File: src/common/cmg_map.svh
// Purpose: Register map and field positions of the comparator mask gating block.
// Assumes: One 16-bit control register held in the low half of a 32-bit Avalon word.
// Notes: Offsets are byte addresses.
`ifndef CMG_MAP_SVH
`define CMG_MAP_SVH
`define CMG_CTRL_OFFSET 4'h0
`define CMG_STATUS_OFFSET 4'h4
`define CMG_CTRL_RESET 16'h0000
`define CMG_CTRL_WMASK 16'hBFFF
`define CMG_BIT_LEVEL_SEL 15
`define CMG_BIT_OR_C_TRUE 13
`define CMG_BIT_OR_C_INV 12
`define CMG_BIT_OR_B_TRUE 11
`define CMG_BIT_OR_B_INV 10
`define CMG_BIT_OR_A_TRUE 9
`define CMG_BIT_OR_A_INV 8
`define CMG_BIT_AND_INV_TO_OR 7
`define CMG_BIT_AND_TRUE_TO_OR 6
`define CMG_BIT_AND_C_TRUE 5
`define CMG_BIT_AND_C_INV 4
`define CMG_BIT_AND_B_TRUE 3
`define CMG_BIT_AND_B_INV 2
`define CMG_BIT_AND_A_TRUE 1
`define CMG_BIT_AND_A_INV 0
`endif

File: src/common/cmg_pkg.sv
// Purpose: Types shared by the comparator mask gating block.
// Assumes: Nothing beyond the map header.
// Notes: Types only.
package cmg_pkg;
  typedef logic [15:0] cmg_ctrl_t;
  typedef enum logic [2:0] {
    CMG_IDLE = 3'h1,
    CMG_RESP = 3'h2,
    CMG_DONE = 3'h4
  } cmg_bus_e;
endpackage

File: src/common/cmg_gate_if.sv
// Purpose: Carries the control word and mask signals to the gating core.
// Assumes: Single clock domain.
// Notes: Purely combinational signals.
`timescale 1ns/1ps
interface cmg_gate_if;
  cmg_pkg::cmg_ctrl_t ctrl;
  logic [2:0] mask_in;
  logic comp_in;
  logic and_res;
  logic or_res;
  logic comp_out;
  modport host (output ctrl, output mask_in, output comp_in, input and_res, input or_res, input comp_out);
  modport core (input ctrl, input mask_in, input comp_in, output and_res, output or_res, output comp_out);
endinterface

File: src/cmg_gate_core.sv
// Purpose: AND/OR mask gating of the comparator signal.
// Assumes: Control word is stable from a register.
// Notes: Fully combinational.
`timescale 1ns/1ps
`include "cmg_map.svh"
module cmg_gate_core (
  cmg_gate_if.core gi
);
  logic [2:0] sel_true;
  logic [2:0] sel_inv;
  logic [2:0] and_terms;
  logic [2:0] or_terms;
  logic and_any;
  assign sel_true = {gi.ctrl[`CMG_BIT_AND_C_TRUE], gi.ctrl[`CMG_BIT_AND_B_TRUE], gi.ctrl[`CMG_BIT_AND_A_TRUE]};
  assign sel_inv = {gi.ctrl[`CMG_BIT_AND_C_INV], gi.ctrl[`CMG_BIT_AND_B_INV], gi.ctrl[`CMG_BIT_AND_A_INV]};
  genvar i;
  generate
    for (i = 0; i < 3; i++) begin : g_in
      // Unselected inputs contribute a one to the AND and a zero to the OR.
      assign and_terms[i] = (~sel_true[i] | gi.mask_in[i]) & (~sel_inv[i] | ~gi.mask_in[i]);
      assign or_terms[i] = (gi.ctrl[`CMG_BIT_OR_A_TRUE + 2 * i] & gi.mask_in[i])
        | (gi.ctrl[`CMG_BIT_OR_A_INV + 2 * i] & ~gi.mask_in[i]);
    end
  endgenerate
  // With no AND input selected the AND result is held low.
  assign and_any = |(sel_true | sel_inv);
  assign gi.and_res = and_any & (&and_terms);
  assign gi.or_res = (|or_terms) | (gi.ctrl[`CMG_BIT_AND_TRUE_TO_OR] & gi.and_res)
    | (gi.ctrl[`CMG_BIT_AND_INV_TO_OR] & ~gi.and_res);
  // A masked low event is forced high; a masked high event is forced low.
  assign gi.comp_out = gi.ctrl[`CMG_BIT_LEVEL_SEL] ? (gi.comp_in | gi.or_res)
    : (gi.comp_in & ~gi.or_res);
endmodule

File: src/cmg_top.sv
// Purpose: Comparator mask gating block with its Avalon-MM control register.
// Assumes: One clock, synchronous active-high reset, inputs synchronous to clk.
// Notes: Gating path is combinational from inputs to comp_out.
//
// Design decisions made here: the placing of the registers and the Avalon-MM register port.
`timescale 1ns/1ps
`include "cmg_map.svh"
module cmg_top (
  input wire logic clk,
  input wire logic srst,
  input wire logic [3:0] avs_address,
  input wire logic avs_read,
  input wire logic avs_write,
  input wire logic [31:0] avs_writedata,
  input wire logic [3:0] avs_byteenable,
  output logic [31:0] avs_readdata,
  output logic avs_waitrequest,
  input wire logic mask_input_a,
  input wire logic mask_input_b,
  input wire logic mask_input_c,
  input wire logic comp_in,
  output logic comp_out,
  output logic and_gate_result
);
  ////////////////////////////////////////////////////////////////////////////
  cmg_pkg::cmg_ctrl_t ctrl_reg;
  cmg_pkg::cmg_ctrl_t ctrl_next;
  cmg_pkg::cmg_bus_e st_reg;
  cmg_pkg::cmg_bus_e st_next;
  logic [31:0] rdata_reg;
  logic [31:0] rdata_next;
  logic req;
  cmg_gate_if gi ();

  // Byte-lane merge of a write into the control word.
  function automatic cmg_pkg::cmg_ctrl_t merge(input cmg_pkg::cmg_ctrl_t old, input logic [31:0] wd,
                                               input logic [3:0] be);
    cmg_pkg::cmg_ctrl_t r;
    r = old;
    if (be[0]) begin
      r[7:0] = wd[7:0];
    end
    if (be[1]) begin
      r[15:8] = wd[15:8];
    end
    return r & `CMG_CTRL_WMASK;
  endfunction

  ////////////////////////////////////////////////////////////////////////////
  // An access met in idle waits one cycle, then completes with waitrequest low.
  assign req = avs_read | avs_write;

  always_comb begin
    st_next = st_reg;
    ctrl_next = ctrl_reg;
    rdata_next = rdata_reg;
    case (st_reg)
      cmg_pkg::CMG_IDLE: begin
        if (req) begin
          st_next = cmg_pkg::CMG_RESP;
          rdata_next = 32'h0000_0000;
          if (avs_read && avs_address == `CMG_CTRL_OFFSET) begin
            rdata_next = {16'h0000, ctrl_reg};
          end else if (avs_read && avs_address == `CMG_STATUS_OFFSET) begin
            rdata_next = {29'h0000_0000, gi.comp_out, gi.or_res, gi.and_res};
          end
        end
      end
      cmg_pkg::CMG_RESP: begin
        st_next = cmg_pkg::CMG_DONE;
        if (avs_write && avs_address == `CMG_CTRL_OFFSET) begin
          ctrl_next = merge(ctrl_reg, avs_writedata, avs_byteenable);
        end
      end
      cmg_pkg::CMG_DONE: begin
        st_next = cmg_pkg::CMG_IDLE;
      end
      default: begin
        st_next = cmg_pkg::CMG_IDLE;
      end
    endcase
  end

  always_ff @(posedge clk) begin
    if (srst) begin
      st_reg <= cmg_pkg::CMG_IDLE;
      ctrl_reg <= `CMG_CTRL_RESET;
      rdata_reg <= 32'h0000_0000;
    end else begin
      st_reg <= st_next;
      ctrl_reg <= ctrl_next;
      rdata_reg <= rdata_next;
    end
  end

  assign avs_waitrequest = ~(st_reg == cmg_pkg::CMG_RESP);
  assign avs_readdata = rdata_reg;

  ////////////////////////////////////////////////////////////////////////////
  assign gi.ctrl = ctrl_reg;
  assign gi.mask_in = {mask_input_c, mask_input_b, mask_input_a};
  assign gi.comp_in = comp_in;

  cmg_gate_core u_core (
    .gi(gi)
  );

  assign comp_out = gi.comp_out;
  assign and_gate_result = gi.and_res;
endmodule

File: config.mk
export PLATFORM = sky130hd
export DESIGN_NAME = cmg_top
export DESIGN_NICKNAME = d
export VERILOG_FILES = /design/src/common/cmg_pkg.sv /design/src/common/cmg_gate_if.sv /design/src/cmg_gate_core.sv /design/src/cmg_top.sv
export VERILOG_INCLUDE_DIRS = /design/src /design/src/common
export SDC_FILE = /design/constraint.sdc
export NUM_CORES = 1
export LEC_CHECK = 0
export ABC_AREA = 1
export CAP_MARGIN = 20
export CORE_MARGIN = 2
export CORE_UTILIZATION = 34
export CTS_CLUSTER_SIZE = 12
export DETAILED_ROUTE_END_ITERATION = 6
export DONT_BUFFER_PORTS = 1
export PLACE_DENSITY = 0.57
export SLEW_MARGIN = 10
export SYNTH_ARGS = -nofsm -noshare
export SYNTH_HDL_FRONTEND = slang
export SYNTH_SLANG_ARGS = --single-unit
File: constraint.sdc
create_clock -name clk -period 1.5 [get_ports clk]
set_input_delay 0.15 -clock clk [delete_from_list [all_inputs] [get_ports clk]]
set_output_delay 0.15 -clock clk [all_outputs]
set_load 0.02 [all_outputs]
==> key figures <==
Outcome
  • Status: complete, but fails checks
  • Violated checks: negative setup slack

Final layout
  • Share of cells above drive strength 1: 0.243
  • Area Growth Syn to Fin: 18.3%
  • Final core utilization: 0.412
  • Fill cells: slightly above 500
  • Final Cell Area: 1920 um2
  • Final nets: about 270
  • Ant diodes: 0

Worst hold path
  • Hold Path Depth: 2
  • Tightest Hold Check Type: in -> reg

Power and ir drop
  • Cell area power density: 1070 nW/um2
  • P_leak: 0.819 nW
  • VDD IR-drop max: 0.000326 V
  • Tot Pwr: 2.06 mW

Critical path
  • Crit Path Class: reg -> out
  • WP data required: 1.35 ns
  • Worst reg2reg path endpoint: avs_readdata[2]
  • Crit path arrival time: around 1.4 ns
  • Delay of the slowest critical-path stage: 0.37 ns
  • Critical Path End: comp_out
  • Reg2Reg Depth: 11
  • Reg-to-reg setup timing slack: 0.12 ns
  • Crit-path slowest cell: dfxtp_4
  • Crit. Startpoint: ctrl_reg[2]
  • Crit-path cells: nand2_2, nand2_2, nor2_4, nand3_2, nand2_2, nand3_2, nand2_2, and2_4
  • Stages on the worst setup path: 8
  • Critical Path Source Type: register
  • Total buffers and inverters traversed by the critical path: 0
  • Most used cell, CP: nand2_2
  • CP Max Fanout: 4
  • Delay-heaviest family, CP: simple AND/OR/NAND/NOR gates
  • Reg2reg start: ctrl_reg[2]
  • Critical path capture point type: output pin

Clocking
  • CTS clk-pin slew, worst paths: approximately 0.06 ns
  • CTS tree: built
  • Worst skew pair latency: 0.29 ns
  • CTS Buffer Depth: 2
  • H-tree depth reported by CTS: 2
  • CTS sink count: 33
  • CTS Buf Count: 5
  • Root Driver: clkbuf_8

Floorplan
  • Row count: 25
  • Die ar.: 5340 um2
  • Starting Density: 0.348
  • Die height: 73.1 um
  • Std-Cell Core Area: between 4000 and 5000 um2
  • Die X: ~73 um
  • Io pins: 83

Synthesis
  • Largest area contributor in the netlist: dfxtp_1
  • Synth warnings: 0
  • Mapped Cells: 209
  • Register area share after synthesis: 0.407
  • Number of synthesized flops with an enable pin: 0
  • Post-synthesis cell area: 1620 um2
  • Top cells by area, synth: dfxtp_1 (41%), buf_4 (8.3%), nor2_1 (7.6%), a21oi_1 (6.2%), inv_1 (5.8%)
  • Top cells by count, synth: dfxtp_1 (33), nor2_1 (33), inv_1 (25)
  • Cell variety after synth: 28
  • Syn Area/Cell: 7.76 um2
  • FF+latch count, synth: 33
  • Yosys top cell area share: 0.407
  • Asr flop ratio synth: 0
  • Synth Flop Type: dfxtp_1

Timing
  • Clock skew: 0.00487 ns
  • Min Tclk post-route: 1.56 ns
  • Final number of hold-violating endpoints: 0
  • Fin crit share: 1.04
  • Relative slew slack: 0.493
  • Max Clk Rate: between 600 and 700 MHz
  • Worst-margin pin slew: 0.757 ns
  • Hold slack: 0.00410 ns
  • Max Slew Vio Count: 0
  • Final WS setup: -0.0631 ns
  • RSZ-0062 raised after global routing: true
  • # setup viols final: 1

Global routing
  • Vias in the first global route: 1202
  • Initial antenna violation count: 0
  • Total grt overflow: 0
  • Pin count of the biggest net entering global routing: 18
  • Global-route usage over all layers: 0.144
  • Global-route wire length before repair: approximately 5.8 mm

Drt
  • Antenna Violating Nets Remaining: 0
  • Drt pass-1 iters: 4
  • Final WL: 3.55 mm
  • DR iter-0 viols: 69
  • DR vias/cell: around 4.6
  • Via count: 1287
  • Drt drc: 0
  • Drt wl/cell: approximately 13 um

Placement
  • PortBufs: 0
  • GP Congestion: approximately 0.8
  • Hpwl dp: 2.54 mm
  • Pre-CTS WS: 0.124 ns
  • Placed cell areas: 1640 um2

Run
  • Max-cap violations: 0
==> layout by cell type, fill, tap and decap left out, drive strengths merged <==
cell type,n
a211oi,12
a21oi,21
and2,1
buf,11
clkbuf,7
clkinv,1
conb,17
dfxtp,33
dlygate4sd3,7
inv,26
nand2,21
nand3,6
nand4,2
nor2,35
nor3,1
nor3b,2
nor4,2
o21ai,18
or2,3
==> routing by layer <==
layer	track usage	share of wire	routed length (um)	up-vias
li1	-	-	-	673
met1	0.183	0.46	1630	562
met2	0.210	0.45	1600	45
met3	0.0414	0.063	222	7
met4	0.0967	0.027	95	0
met5	0	0	0	-
==> worst register-to-register path: stages (launching register included) <==
cell and delay, ns:
dfxtp_4 0.37, nand2_2 0.06, nand2_2 0.06, nor2_4 0.11
nand3_2 0.08, nand2_2 0.08, nand3_2 0.09, nand2_2 0.08
buf_6 0.09, buf_4 0.09, nand3_2 0.06, a21oi_2 0.14
==> stage by stage <==
stage / TNS [ns] / instances
finish: -0.0631 / 280
detailed placement: 0 / 259
CTS: -0.0405 / 280
floorplan: 0 / 225
global placement: 0 / 259
global route: -0.156 / 280
==> logic make-up (layout without fill, tap and decap cells) <==
family,after synthesis,count (layout),synth area share
AO/OA/AOI/OAI,51,51,0.196
buffers and inverters,51,52,0.165
flip-flops,33,33,0.407
other,1,17,0.00231
AND/OR/NAND/NOR,73,73,0.230
==> worst min-delay path by stage <==
stage                                start     endpoint  slack, ns
after CTS                 avs_writedata[2]  ctrl_reg[2]      0.003
after floorplan           avs_writedata[0]  ctrl_reg[0]       0.29
after detailed placement              srst  ctrl_reg[4]       0.22
final                     avs_writedata[0]  ctrl_reg[0]      0.004
after global routing      avs_writedata[0]  ctrl_reg[0]      0.007
after global placement                srst  ctrl_reg[4]       0.22
==> cell type report <==
cell class	instances	area, um2	share of cell area
Clock inverter	1	5.00	0.00261
Sequential cell	33	669	0.349
Inverter	26	97.6	0.0508
Timing Repair Buffer	18	185	0.0964
Tap cell	54	67.6	0.0352
Clock buffer	7	96.3	0.0502
Multi-Input combinational cell	141	800	0.416
==> where the power goes <==
group	total (mW)	leakage [nW]	internal [mW]	switching, mW
combinational	0.282	0.493	0.0957	0.186
sequential	1.04	0.272	0.937	0.101
clock	0.738	0.0542	0.414	0.323
==> timing repair <==
item / 4_1_cts / 5_1_grt
hold buffers: 7 / 0
setup endpoints to repair: 1 / 3
gates cloned: 0 / 0
buffers inserted: 6 / 1
pin swaps: 5 / 9
hold endpoints to repair: 18 / 0
gates resized for setup: 12 / 13
No activity file was read; power rests on OpenSTA's default activity.
